File: config.mk
export PLATFORM = sky130hd
export DESIGN_NAME = tcim_top
export DESIGN_NICKNAME = d
export VERILOG_FILES = /design/src/hw/tcim_pkg.sv /design/src/hw/tcim_top.sv
export SDC_FILE = /design/constraint.sdc
export NUM_CORES = 1
export LEC_CHECK = 0
export BUFFER_PORTS_ARGS = -buffer_cell sky130_fd_sc_hd__buf_2
export CAP_MARGIN = 10
export CORE_AREA = 8 8 91 93
export DETAILED_ROUTE_END_ITERATION = 8
export DIE_AREA = 0 0 99 101
export HOLD_SLACK_MARGIN = 0.06
export PLACE_DENSITY = 0.69
export SLEW_MARGIN = 20
export SYNTH_ARGS = -nofsm -noshare
export SYNTH_HDL_FRONTEND = slang
export SYNTH_SLANG_ARGS = --single-unit
export TNS_END_PERCENT = 30
File: constraint.sdc
create_clock -name CORE_CLK -period 3.6 [get_ports CORE_CLK]
set_input_delay 0 -clock CORE_CLK [delete_from_list [all_inputs] [get_ports CORE_CLK]]
set_output_delay 0 -clock CORE_CLK [all_outputs]
set_load 0.01 [all_outputs]
File: src/hw/tcim_pkg.sv
package tcim_pkg;

   // Bus geometry
   localparam int DATA_W = 32;
   localparam int ADDR_W = 8;
   localparam int SRC_N  = 8;

   // Register byte offsets
   localparam logic [ADDR_W-1:0] OFF_ENABLE  = 8'h00;
   localparam logic [ADDR_W-1:0] OFF_DISABLE = 8'h04;
   localparam logic [ADDR_W-1:0] OFF_MASK    = 8'h08;
   localparam logic [ADDR_W-1:0] OFF_STATUS  = 8'h0C;
   localparam logic [ADDR_W-1:0] OFF_MODE    = 8'h10;

   // Word alignment: low address bits ignored by decode
   localparam int ALIGN_LSB = 2;

   // Mode register field
   localparam int   MODE_WAVE_BIT = 0;
   localparam logic MODE_RST      = 1'b0;

   // Shared source layout, bit 7 first
   typedef struct packed {
      logic external_trigger_event;
      logic capture_load_b;
      logic capture_load_a;
      logic compare_hit_c;
      logic compare_hit_b;
      logic compare_hit_a;
      logic load_overrun;
      logic counter_overflow;
   } tcim_src_type;

   localparam tcim_src_type SRC_NONE = 8'h00;

   // Sources live in any mode, capture mode only, waveform mode only
   localparam tcim_src_type SRC_ANY_MODE = 8'h91;
   localparam tcim_src_type SRC_CAPT     = 8'h62;
   localparam tcim_src_type SRC_WAVE     = 8'h0C;

   typedef enum logic [1:0] {
      RESP_OKAY   = 2'b00,
      RESP_SLVERR = 2'b10
   } tcim_resp_type;

   localparam logic [DATA_W-1:0] DATA_ZERO = 32'h0000_0000;

endpackage

File: src/hw/tcim_top.sv
`timescale 1ns/1ps

module tcim_top (
   // Clock and reset
   input  wire logic                            CORE_CLK,
   input  wire logic                            RESET_N,
   // Write address channel
   input  wire logic [tcim_pkg::ADDR_W-1:0]     AWADDR,
   input  wire logic                            AWVALID,
   output logic                                 AWREADY,
   // Write data channel
   input  wire logic [tcim_pkg::DATA_W-1:0]     WDATA,
   input  wire logic [tcim_pkg::DATA_W/8-1:0]   WSTRB,
   input  wire logic                            WVALID,
   output logic                                 WREADY,
   // Write response channel
   output tcim_pkg::tcim_resp_type              BRESP,
   output logic                                 BVALID,
   input  wire logic                            BREADY,
   // Read address channel
   input  wire logic [tcim_pkg::ADDR_W-1:0]     ARADDR,
   input  wire logic                            ARVALID,
   output logic                                 ARREADY,
   // Read data channel
   output logic [tcim_pkg::DATA_W-1:0]          RDATA,
   output tcim_pkg::tcim_resp_type              RRESP,
   output logic                                 RVALID,
   input  wire logic                            RREADY,
   // Event pulses from the counter datapath
   input  wire tcim_pkg::tcim_src_type          EVENT_PULSE,
   // Channel interrupt request
   output logic                                 IRQ
);

   function automatic logic reg_hit(
      input logic [tcim_pkg::ADDR_W-1:0] addr,
      input logic [tcim_pkg::ADDR_W-1:0] off
   );
      reg_hit = addr[tcim_pkg::ADDR_W-1:tcim_pkg::ALIGN_LSB]
             == off[tcim_pkg::ADDR_W-1:tcim_pkg::ALIGN_LSB];
   endfunction

   // Sources whose events and disables count in the given mode
   function automatic tcim_pkg::tcim_src_type mode_sources(input logic wave);
      mode_sources = tcim_pkg::SRC_ANY_MODE
                   | (wave ? tcim_pkg::SRC_WAVE : tcim_pkg::SRC_CAPT);
   endfunction

   // Write path state
   logic                            aw_held_q, aw_held_d;
   logic                            w_held_q,  w_held_d;
   logic [tcim_pkg::ADDR_W-1:0]     awaddr_q;
   logic [tcim_pkg::DATA_W-1:0]     wdata_q;
   logic [tcim_pkg::DATA_W/8-1:0]   wstrb_q;
   logic                            awready_q, wready_q;
   logic                            bvalid_q,  bvalid_d;
   tcim_pkg::tcim_resp_type         bresp_q,   bresp_d;

   // Read path state
   logic                            arready_q;
   logic                            rvalid_q,  rvalid_d;
   logic [tcim_pkg::DATA_W-1:0]     rdata_q,   rdata_d;
   tcim_pkg::tcim_resp_type         rresp_q,   rresp_d;

   // Block state
   tcim_pkg::tcim_src_type          mask_q,    mask_d;
   tcim_pkg::tcim_src_type          flags_q,   flags_d;
   logic                            wave_q,    wave_d;
   logic                            irq_q;

   // Handshakes
   wire logic aw_take  = AWVALID & awready_q;
   wire logic w_take   = WVALID & wready_q;
   wire logic do_write = aw_held_q & w_held_q & ~bvalid_q;
   wire logic ar_take  = ARVALID & arready_q;

   assign aw_held_d = (aw_held_q & ~do_write) | aw_take;
   assign w_held_d  = (w_held_q & ~do_write) | w_take;
   assign bvalid_d  = do_write | (bvalid_q & ~BREADY);
   assign rvalid_d  = ar_take | (rvalid_q & ~RREADY);

   // Write decode
   wire logic wr_en_hit   = reg_hit(awaddr_q, tcim_pkg::OFF_ENABLE);
   wire logic wr_dis_hit  = reg_hit(awaddr_q, tcim_pkg::OFF_DISABLE);
   wire logic wr_mode_hit = reg_hit(awaddr_q, tcim_pkg::OFF_MODE);
   wire logic wr_ok       = wr_en_hit | wr_dis_hit | wr_mode_hit;
   wire logic wr_lane0    = do_write & wstrb_q[0];

   wire tcim_pkg::tcim_src_type wr_bits =
      tcim_pkg::tcim_src_type'(wdata_q[tcim_pkg::SRC_N-1:0]);

   // Sources that a disable may clear in the current mode
   wire tcim_pkg::tcim_src_type dis_allowed =
      mode_sources(wave_q);

   wire tcim_pkg::tcim_src_type set_bits =
      (wr_lane0 & wr_en_hit) ? wr_bits
                             : tcim_pkg::SRC_NONE;
   wire tcim_pkg::tcim_src_type clr_bits =
      (wr_lane0 & wr_dis_hit) ? (wr_bits & dis_allowed)
                              : tcim_pkg::SRC_NONE;

   assign mask_d  = (mask_q | set_bits) & ~clr_bits;
   assign wave_d  = (wr_lane0 & wr_mode_hit)
                  ? wdata_q[tcim_pkg::MODE_WAVE_BIT] : wave_q;
   assign bresp_d = do_write ? (wr_ok ? tcim_pkg::RESP_OKAY
                                      : tcim_pkg::RESP_SLVERR)
                             : bresp_q;

   // Read decode
   wire logic rd_en_hit   = reg_hit(ARADDR, tcim_pkg::OFF_ENABLE);
   wire logic rd_dis_hit  = reg_hit(ARADDR, tcim_pkg::OFF_DISABLE);
   wire logic rd_mask_hit = reg_hit(ARADDR, tcim_pkg::OFF_MASK);
   wire logic rd_stat_hit = reg_hit(ARADDR, tcim_pkg::OFF_STATUS);
   wire logic rd_mode_hit = reg_hit(ARADDR, tcim_pkg::OFF_MODE);
   wire logic rd_ok       = rd_en_hit | rd_dis_hit | rd_mask_hit
                          | rd_stat_hit | rd_mode_hit;

   // Upper bits read zero; strobe registers read as zero
   wire logic [tcim_pkg::DATA_W-1:0] rd_mask_word =
      {{(tcim_pkg::DATA_W-tcim_pkg::SRC_N){1'b0}}, mask_q};
   wire logic [tcim_pkg::DATA_W-1:0] rd_stat_word =
      {{(tcim_pkg::DATA_W-tcim_pkg::SRC_N){1'b0}}, flags_q};
   wire logic [tcim_pkg::DATA_W-1:0] rd_mode_word =
      {{(tcim_pkg::DATA_W-1){1'b0}}, wave_q};
   wire logic [tcim_pkg::DATA_W-1:0] rd_word =
        rd_mask_hit ? rd_mask_word
      : rd_stat_hit ? rd_stat_word
      : rd_mode_hit ? rd_mode_word
      : tcim_pkg::DATA_ZERO;

   assign rdata_d = ar_take ? rd_word : rdata_q;
   assign rresp_d = ar_take ? (rd_ok ? tcim_pkg::RESP_OKAY
                                     : tcim_pkg::RESP_SLVERR)
                            : rresp_q;

   // Flags: events qualified by mode; a new event wins over the read clear
   wire logic stat_rd = ar_take & rd_stat_hit;
   wire tcim_pkg::tcim_src_type ev_ok =
      EVENT_PULSE & mode_sources(wave_q);
   wire tcim_pkg::tcim_src_type rd_clr =
      stat_rd ? flags_q : tcim_pkg::SRC_NONE;
   assign flags_d = (flags_q & ~rd_clr) | ev_ok;

   wire logic irq_d = |(flags_q & mask_q);

   always_ff @(posedge CORE_CLK) begin
      if (!RESET_N) begin
         aw_held_q <= 1'b0;
         w_held_q  <= 1'b0;
         awready_q <= 1'b0;
         wready_q  <= 1'b0;
         bvalid_q  <= 1'b0;
         bresp_q   <= tcim_pkg::RESP_OKAY;
      end else begin
         aw_held_q <= aw_held_d;
         w_held_q  <= w_held_d;
         awready_q <= ~aw_held_d;
         wready_q  <= ~w_held_d;
         bvalid_q  <= bvalid_d;
         bresp_q   <= bresp_d;
      end
   end

   always_ff @(posedge CORE_CLK) begin
      if (aw_take) begin
         awaddr_q <= AWADDR;
      end
      if (w_take) begin
         wdata_q <= WDATA;
         wstrb_q <= WSTRB;
      end
   end

   always_ff @(posedge CORE_CLK) begin
      if (!RESET_N) begin
         arready_q <= 1'b0;
         rvalid_q  <= 1'b0;
         rdata_q   <= tcim_pkg::DATA_ZERO;
         rresp_q   <= tcim_pkg::RESP_OKAY;
      end else begin
         arready_q <= ~rvalid_d;
         rvalid_q  <= rvalid_d;
         rdata_q   <= rdata_d;
         rresp_q   <= rresp_d;
      end
   end

   always_ff @(posedge CORE_CLK) begin
      if (!RESET_N) begin
         mask_q  <= tcim_pkg::SRC_NONE;
         flags_q <= tcim_pkg::SRC_NONE;
         wave_q  <= tcim_pkg::MODE_RST;
         irq_q   <= 1'b0;
      end else begin
         mask_q  <= mask_d;
         flags_q <= flags_d;
         wave_q  <= wave_d;
         irq_q   <= irq_d;
      end
   end

   assign AWREADY = awready_q;
   assign WREADY  = wready_q;
   assign BVALID  = bvalid_q;
   assign BRESP   = bresp_q;
   assign ARREADY = arready_q;
   assign RVALID  = rvalid_q;
   assign RDATA   = rdata_q;
   assign RRESP   = rresp_q;
   assign IRQ     = irq_q;

   wire logic en_wr  = wr_lane0 & wr_en_hit;
   wire logic dis_wr = wr_lane0 & wr_dis_hit;
endmodule

==> flow_summary_export.csv, run 1 <==
group,metric,value,unit
die,io_pins,109,
setup_path,cp-end-kind,"flip-flop",
route,drt_iter0_drc,120,
synthesis,yosysTopAreaCell,"dfxtp_1",
timing,drv_slew,0,
route,post-route-drc-count,0,
global_route,grt_max_degree,27,
final_layout,layout.nets,362,
clocking,htreeDepth,2,
place,placed_cells,344,
setup_path,crit_path_max_fanout,3,
setup_path,crit_path_start,"awaddr_q[3]",
synthesis,synthCells,226,
setup_path,path_cells,"or4_4, nor4_1, mux2i_1",
timing,clock.fmax,0.603,GHz
timing,rsz0062_at_grt,"no",
clocking,cts_made_buffers,5,
synthesis,yosys-top-cells-area,"dfxtp_1 30%, edfxtp_1 20%, buf_4 8.5%",
setup_path,startpoint_type,"flip-flop",
power_and_ir_drop,p_leak,0.00113,uW
place,pre_cts_slack,1940,ps
die,num_rows,31,
timing,finalHoldWorstSlack,69.6,ps
final_layout,postLayoutCoreUtil,0.409,
flow_run,maxCapViolations,0,
timing,setup_violations,0,
clocking,path_clk_slew,90,ps
setup_path,cp_num_buf_inv,0,
final_layout,stdcell_count,378,
timing,period_share,0.460,
final_layout,layout-drive-gt1-share,0.226,
power_and_ir_drop,ir_drop,0.207,mV
route,via_per_inst,4.72,
route,wl_per_cell,13.9,um
setup_path,crit_type,"reg2reg",
synthesis,yosys_warnings,0,
place,dp_hpwl,3.87,mm
global_route,grt_antenna_before_repair,0,
synthesis,syn_area,2300,um^2
power_and_ir_drop,powerDensity,366,nW/um^2
global_route,overflow,0,
timing,worst_pin_slew,737,ps
timing,finalSetupTns,0,ps
worst_hold_path,hold_start,"ARADDR[6]",
clocking,cts_tree,"built",
synthesis,post_synth_num_cell_types,38,
route,wl,5.25,mm
setup_path,crit_family,"simple AND/OR/NAND/NOR gates",
timing,slew_headroom,0.506,
timing,skew,9.76,ps
setup_path,crit_required,3830,ps
clocking,ctsResizeCount,0,
setup_path,slowest_delay,580,ps
global_route,grt_pass1_vias,1853,
final_layout,antenna_cells,0,
die,die_height,101,um
final_layout,final_common_cell,"buf_2",
synthesis,yosysTopAreaCellShare,0.305,
run_status,status,"finished clean",
setup_path,cp_slowest_cell,"or4_4",
place,gp_congestion,0.773,
global_route,grt_pass1_wl,8.82,mm
die,fp.coreArea,6940,um^2
final_layout,final_cell_mix,"51 x buf_2, 35 x dfxtp_1, 26 x conb_1, 26 x dlygate4sd3_1, 19 x a21oi_1",
die,die_area,10000,um^2
synthesis,avgSynthCellArea,10.2,um^2
final_layout,fill_cells,673,
timing,timing.final.hold_violations,0,
route,drtPass1Iterations,4,
clocking,cts.sinks,50,
route,ant_nets,0,
timing,fin_crit,1660,ps
synthesis,ys_seq_area_frac,0.501,
global_route,grt_use_total,0.109,
final_layout,area_delta_synth_final,23.6,%
route,vias,1783,
setup_path,reg2reg_from,"awaddr_q[3]",
place,port_buffers,51,
setup_path,cp.arrival,1880,ps
clocking,cts_buffer_depth,2,
die,initial_core_util,0.331,
clocking,cts_post_setup_buffers_inserted,0,
die,dieWidth,99,um
timing,timing.final.ws_setup,1940,ps
clocking,clk_latency,290,ps
worst_hold_path,hold_path_class,"in2reg",
clocking,cts_hold_buf,26,
synthesis,ys_ff_latch,50,
clocking,clockRootBuffer,"clkbuf_8",
==> kinds of logic (layout without fill, tap and decap cells) <==
| kind of cell | after synthesis | in the layout | share of synthesized area |
|---|---|---|---|
| other | 1 | 26 | 0.00163 |
| AOI/OAI and AO/OA | 46 | 46 | 0.125 |
| muxes | 10 | 10 | 0.0474 |
| buffers and inverters | 45 | 90 | 0.116 |
| and+or+nand+nor | 74 | 74 | 0.209 |
| DFF | 50 | 50 | 0.501 |
==> synth_stat cells <==
cell,instances
a21oi_1,19
o21a_1,1
a22oi_1,4
nor4_2,1
buf_4,26
edfxtp_1,15
mux2i_1,3
nor3_1,1
and4_1,1
and2_1,6
a311oi_1,1
a41oi_1,2
nor2b_1,2
nor4_4,2
o21ai_0,7
nor4_1,2
mux2_2,7
and3b_1,3
or4_4,1
clkinv_1,1
a211oi_1,2
conb_1,1
a31oi_1,2
nor2_1,3
nor3b_1,9
dfxtp_1,35
nand2_1,15
nand3_1,1
clkbuf_1,13
nand4_1,14
o21ai_1,3
or4_1,1
buf_2,1
nand2b_1,10
inv_1,4
a32o_1,5
and3_1,1
nand3b_1,1
==> per-stage QoR <==
stage	area, um^2	power (uW)
floorplan	2390	707
global placement	2500	722
detailed placement	2500	723
CTS	2840	1050
global route	2840	1100
finish	2840	1040
==> final cells by class <==
cell class                 count  area [um^2]  share of cell area
inverter                       5         18.8             0.00661
clock buffer                   8         80.1              0.0282
multi-input combinational    156          973               0.343
sequential                    50         1150               0.405
tap                           82          103              0.0361
timing repair buffer          77          515               0.181
==> metal layers <==
metal / up-vias / GRT usage / part of all wire
met5: - / 0 / 0
met4: 0 / 0.0189 / 0.0040
met3: 2 / 0.0449 / 0.094
met2: 66 / 0.185 / 0.48
met1: 811 / 0.128 / 0.42
li1: 904 / - / -
==> sequential cells by signal (all words and copies together), names as in the netlist, 6 cells and up <==
name,flops
flags_q,8
mask_q,8
RDATA,8
wdata_q,8
awaddr_q,6
==> worst min-delay path, delay by kind of cell <==
kind / cells / cell delay (ps)
AND/OR/NAND/NOR: 2 / 150
buffers and inverters: 1 / 120
AO/OA/AOI/OAI: 1 / 60
==> final timing paths <==
check / end / depth (start not counted) / slack [ps]
hold / removal: RDATA[0] / 4 / 70
setup reg to reg: mask_q[7] / 3 / 1940
setup / recovery: mask_q[7] / 3 / 1940
hold reg to reg: RDATA[5] / 2 / 450
==> power breakdown <==
group	internal, uW	switching [uW]	leakage [uW]	total, uW
Combinational	54.8	62.6	0.000661	117
Clock	138	168	0.0000395	306
Sequential	601	14.0	0.000425	615
Total	795	244	0.00113	1040
(Power assumes the default switching activity.)
==> run 2: changes to the inputs <==
--- a/config.mk
+++ b/config.mk
@@ -5,13 +5,14 @@
 export SDC_FILE = /design/constraint.sdc
 export NUM_CORES = 1
 export LEC_CHECK = 0
+export ABC_AREA = 1
 export BUFFER_PORTS_ARGS = -buffer_cell sky130_fd_sc_hd__buf_2
 export CAP_MARGIN = 10
-export CORE_AREA = 8 8 91 93
+export CORE_AREA = 8 8 90 92
 export DETAILED_ROUTE_END_ITERATION = 8
-export DIE_AREA = 0 0 99 101
+export DIE_AREA = 0 0 98 100
 export HOLD_SLACK_MARGIN = 0.06
-export PLACE_DENSITY = 0.69
+export PLACE_DENSITY = 0.7
 export SLEW_MARGIN = 20
 export SYNTH_ARGS = -nofsm -noshare
 export SYNTH_HDL_FRONTEND = slang
==> constraint.sdc (replaced) <==
create_clock -name CORE_CLK -period 1.6 [get_ports CORE_CLK]
set_input_delay 0 -clock CORE_CLK [delete_from_list [all_inputs] [get_ports CORE_CLK]]
set_output_delay 0 -clock CORE_CLK [all_outputs]
set_load 0.01 [all_outputs]
==> flow_summary_export.csv, run 2 <==
group,metric,value,unit
global_route,grt_max_degree,20,
synthesis,yosysMostFrequentCell,"nand2_1",
place,dp_hpwl,3.81,mm
setup_path,crit_required,1800,ps
synthesis,yosysTopAreaCellShare,0.312,
route,vias,1888,
die,die_area,9800,um^2
synthesis,avgSynthCellArea,8.41,um^2
setup_path,crit_type,"reg2reg",
setup_path,startpoint_type,"flip-flop",
die,io_pins,109,
worst_hold_path,hold_path_class,"in2reg",
route,wl_met1,2.17,mm
global_route,grt_pass1_vias,1933,
timing,drv_slew,0,
timing,skew,6.35,ps
synthesis,post_synth_num_cell_types,28,
clocking,htreeDepth,2,
final_layout,postLayoutCoreUtil,0.434,
timing,clock.fmax,0.758,GHz
setup_path,crit_path_max_fanout,6,
flow_run,maxCapViolations,0,
run_status,status,"finished clean",
route,wl,5.19,mm
die,initial_core_util,0.338,
route,wl_met3,587,um
place,port_buffers,51,
synthesis,synth-edff-count,15,
final_layout,layout-drive-gt1-share,0.224,
final_layout,area_delta_synth_final,28.4,%
worst_hold_path,hold_depth,4,
place,gp_congestion,0.815,
power_and_ir_drop,p_total,2520,uW
die,dieWidth,98,um
timing,fin_crit,1320,ps
clocking,cts.sinks,50,
clocking,cts_buffer_depth,2,
synthesis,syn_area,2250,um^2
final_layout,final_cell_mix,"57 x nand2_1, 51 x buf_2, 39 x nor2_1",
die,fp.coreArea,6640,um^2
final_layout,antenna_cells,0,
die,die_height,100,um
setup_path,cp-end-kind,"flip-flop",
setup_path,cp.arrival,1520,ps
timing,period_share,0.825,
synthesis,yosys_warnings,0,
route,drtPass1Iterations,4,
clocking,path_clk_slew,90,ps
timing,finalSetupTns,0,ps
global_route,grt_pass1_wl,8.74,mm
clocking,cts_tree,"built",
clocking,ctsResizeCount,0,
power_and_ir_drop,ir_drop,0.470,mV
synthesis,ys_seq_area_frac,0.513,
die,num_rows,30,
global_route,overflow,0,
clocking,clk_latency,300,ps
synthesis,synth-async-reset-ratio,0,
setup_path,rr_worst_depth,6,
route,ant_nets,0,
route,via_per_inst,4.37,
power_and_ir_drop,p_leak,0.00131,uW
synthesis,synth_common_cells,"57 x nand2_1, 39 x nor2_1, 35 x dfxtp_1",
global_route,grt_use_total,0.109,
route,dr_wl_met2,2.43,mm
power_and_ir_drop,powerDensity,874,nW/um^2
place,place_area,2490,um^2
final_layout,fin_area,2880,um^2
synthesis,yosys-top-cells-area,"dfxtp_1 31%, edfxtp_1 20%, nand2_1 9.5%",
clocking,clockRootBuffer,"clkbuf_8",
timing,rsz0062_at_grt,"no",
route,post-route-drc-count,0,
global_route,grt_antenna_before_repair,0,
synthesis,ys_ff_latch,50,
final_layout,fill_cells,653,
final_layout,layout.nets,418,
clocking,cts_made_buffers,5,
synthesis,synth-main-ff-cell,"dfxtp_1",
final_layout,final_common_cell,"nand2_1",
timing,setup_violations,0,
synthesis,synthCells,267,
synthesis,yosysTopAreaCell,"dfxtp_1",
route,drt_iter0_drc,47,
route,wl_per_cell,12.0,um
route,top_layer_used,"met3",
timing,timing.final.hold_violations,0,
==> run 2: changes by cell type in the layout (fill, tap and decap cells not counted), moves of 5 or more <==
cell      before  now
nand2_1       15   57
nor2_1         3   39
inv_1          4   21
nand4_1       14    2
nand2b_1      10    0
nand3_1        1   10
nor3b_1        9    0
mux2_2         7    0
and2_1         6    0
a32o_1         5    0
inv_2          0    5
==> run 2: area by class of cell <==
cell class / instances / area [um^2] / share of cell area
clock buffer: 5 / 68.8 / 0.0239
tap: 80 / 100 / 0.0347
multi-input combinational: 184 / 852 / 0.295
clock inverter: 3 / 45.0 / 0.0156
timing repair buffer: 83 / 566 / 0.196
inverter: 27 / 101 / 0.0351
sequential: 50 / 1150 / 0.399
==> run 2: final timing paths <==
path / startpoint / end / slack (ps)
min: ARADDR[5] / RRESP[1] / 100
min reg2reg: RDATA[0] / RDATA[0] / 470
max reg2reg: awaddr_q[3] / mask_q[1] / 280
max: awaddr_q[3] / mask_q[1] / 280
==> run 2: power by group <==
part           leakage (uW)  total [uW]  internal (uW)  switching, uW
Sequential         0.000425        1380           1350           27.4
Clock             0.0000504         887            465            422
Combinational      0.000838         253            113            140
Total               0.00131        2520           1930            590
==> run 2: layer usage <==
metal	GRT usage	vias up
met5	0	-
met3	0.0581	0
met4	0.0216	0
met2	0.184	80
li1	-	978
met1	0.118	830
==> run 2: kinds of logic (layout without fill, tap and decap cells) <==
| family | Yosys count | count (layout) | synth area share |
|---|---|---|---|
| simple gates | 120 | 120 | 0.245 |
| buf+inv | 58 | 118 | 0.150 |
| flops | 50 | 50 | 0.513 |
| compound gates | 38 | 38 | 0.0914 |
| other cells | 1 | 26 | 0.00167 |
==> run 2: repair_timing <==
item / 4_1_cts / 5_1_grt
endpoints found under the setup margin: 0 / 0
hold endpoints to repair: 39 / 0
hold buffers: 28 / 0
buffers inserted: 0 / 0
==> run 2: worst max-delay path, cell delays in order (launching register included) <==
cell	delay (ps)
edfxtp_1	400
nor2_2	150
nand3b_2	120
nor2_4	160
nand2_1	180
nor2_1	150
nor2_1	60
==> run 2: stage by stage <==
step / instances / worst slack [ps] / hold slack [ps]
floorplan: 292 / 496 / 98.9
global placement: 396 / 333 / 177
detailed placement: 396 / 285 / 179
CTS: 432 / 268 / 85.8
global route: 432 / 98.1 / 98.0
finish: 432 / 280 / 97.8
==> run 3: changes to the inputs <==
--- a/config.mk
+++ b/config.mk
@@ -5,14 +5,14 @@
 export SDC_FILE = /design/constraint.sdc
 export NUM_CORES = 1
 export LEC_CHECK = 0
-export ABC_AREA = 1
+export ABC_AREA = 0
 export BUFFER_PORTS_ARGS = -buffer_cell sky130_fd_sc_hd__buf_2
 export CAP_MARGIN = 10
-export CORE_AREA = 8 8 90 92
+export CORE_AREA = 8 8 91 93
 export DETAILED_ROUTE_END_ITERATION = 8
-export DIE_AREA = 0 0 98 100
+export DIE_AREA = 0 0 99 101
 export HOLD_SLACK_MARGIN = 0.06
-export PLACE_DENSITY = 0.7
+export PLACE_DENSITY = 0.72
 export SLEW_MARGIN = 20
 export SYNTH_ARGS = -nofsm -noshare
 export SYNTH_HDL_FRONTEND = slang
==> constraint.sdc (replaced) <==
create_clock -name CORE_CLK -period 1.1 [get_ports CORE_CLK]
set_input_delay 0 -clock CORE_CLK [delete_from_list [all_inputs] [get_ports CORE_CLK]]
set_output_delay 0 -clock CORE_CLK [all_outputs]
set_load 0.01 [all_outputs]
==> flow_summary_export.csv, run 3 (synthesis results as in run 1) <==
group,metric,value,unit
timing,fin_crit,1540,ps
clocking,cts_tree,"built",
route,via_per_inst,4.73,
final_layout,stdcell_count,404,
power_and_ir_drop,ir_drop,0.777,mV
route,drtPass1Iterations,4,
route,wl,5.48,mm
final_layout,area_delta_synth_final,35.4,%
clocking,clk_latency,310,ps
clocking,cts_made_buffers,5,
setup_path,slowest_delay,600,ps
route,post-route-drc-count,0,
timing,timing.final.hold_violations,0,
flow_run,maxCapViolations,0,
timing,finalSetupTns,-3820,ps
setup_path,crit_path_start,"awaddr_q[3]",
setup_path,crit_type,"reg2reg",
worst_hold_path,hold_start,"RESET_N",
global_route,grt_use_total,0.113,
die,die_area,10000,um^2
run_status,violations,"negative setup slack",
timing,finalHoldWorstSlack,82.8,ps
die,num_rows,31,
final_layout,final_common_cell,"buf_2",
place,gp_congestion,0.802,
die,io_pins,109,
route,drt_iter0_drc,58,
worst_hold_path,hold_path_class,"in2reg",
final_layout,layout-drive-gt1-share,0.314,
setup_path,cp-end-kind,"flip-flop",
timing,timing.final.ws_setup,-442,ps
clocking,cts.sinks,50,
setup_path,crit_path_max_fanout,6,
setup_path,cp_slowest_cell,"or4_4",
final_layout,fin_area,3110,um^2
global_route,grt_pass1_wl,9.23,mm
setup_path,crit_required,1290,ps
clocking,cts_buffer_depth,2,
power_and_ir_drop,p_leak,0.00128,uW
place,place_area,2700,um^2
die,dieWidth,99,um
setup_path,reg2reg_from,"awaddr_q[3]",
global_route,grt_pass1_vias,1981,
die,die_height,101,um
setup_path,startpoint_type,"flip-flop",
timing,rsz0062_at_grt,"yes",
final_layout,final_cell_mix,"50 x buf_2, 35 x dfxtp_1, 26 x conb_1, 26 x dlygate4sd3_1, 26 x buf_4",
clocking,htreeDepth,2,
route,vias,1909,
final_layout,antenna_cells,0,
global_route,overflow,0,
clocking,path_clk_slew,100,ps
place,placed_cells,367,
final_layout,layout.nets,388,
run_status,status,"finished with violations",
power_and_ir_drop,powerDensity,1180,nW/um^2
route,ant_nets,0,
clocking,clockRootBuffer,"clkbuf_8",
setup_path,path_cells,"or4_4, nor4_4, buf_4, a311oi_1",
setup_path,cp.arrival,1730,ps
timing,period_share,1.40,
die,initial_core_util,0.331,
timing,clock.fmax,0.649,GHz
timing,skew,9.05,ps
timing,drv_slew,0,
timing,setup_violations,12,
route,wl_per_cell,13.6,um
die,fp.coreArea,6940,um^2
place,port_buffers,51,
place,dp_hpwl,4.14,mm
global_route,grt_max_degree,17,
global_route,grt_antenna_before_repair,0,
run 3: repair_timing:
item | 4_1_cts | 5_1_grt
resized for setup | 2 | 5
pin swaps | 9 | 4
setup endpoints to repair | 12 | 27
hold buffers | 26 | 0
setup buffers | 2 | 1
hold endpoints to repair | 34 | 0
run 3: metrics by stage:
stage | power, uW | utilization | setup slack, ps
after global placement | 2420 | 0.389 | -433
after floorplan | 2310 | - | -362
after detailed placement | 2430 | 0.389 | -481
final | 3680 | 0.448 | -442
after global routing | 3840 | 0.448 | -509
after CTS | 3700 | 0.446 | -430
run 3: worst max-delay path, delay by kind of cell (launching register included):
family | cells | cell delay, ps
and+or+nand+nor | 2 | 740
DFF | 1 | 400
buffers and inverters | 1 | 180
AOI/OAI and AO/OA | 1 | 90
run 3: layer usage:
layer	wire (um)	global-route usage	vias up
li1	-	-	957
met5	0	0	-
met4	70	0.0366	0
met3	471	0.0435	10
met2	2510	0.188	76
met1	2430	0.130	866
run 3: where the power goes:
group / internal, uW / switching [uW] / total (uW)
logic: 233 / 229 / 462
clock network: 585 / 625 / 1210
registers: 1970 / 38.8 / 2010
total: 2790 / 893 / 3680
run 3: path summary, 6_finish.rpt:
kind	end	slack (ps)	depth (start not counted)
max	mask_q[0]	-440	4
min	mask_q[0]	80	3
max reg2reg	mask_q[0]	-440	4
min reg2reg	RDATA[1]	460	2
run 3: layout make-up:
class                           instances  area, um^2
Fill cell                             643        3830
Tap cell                               82         103
Clock inverter                          2        15.0
Timing Repair Buffer                  103         726
Clock buffer                            6        93.8
Sequential cell                        50        1150
Inverter                                5        18.8
Multi-Input combinational cell        156        1000
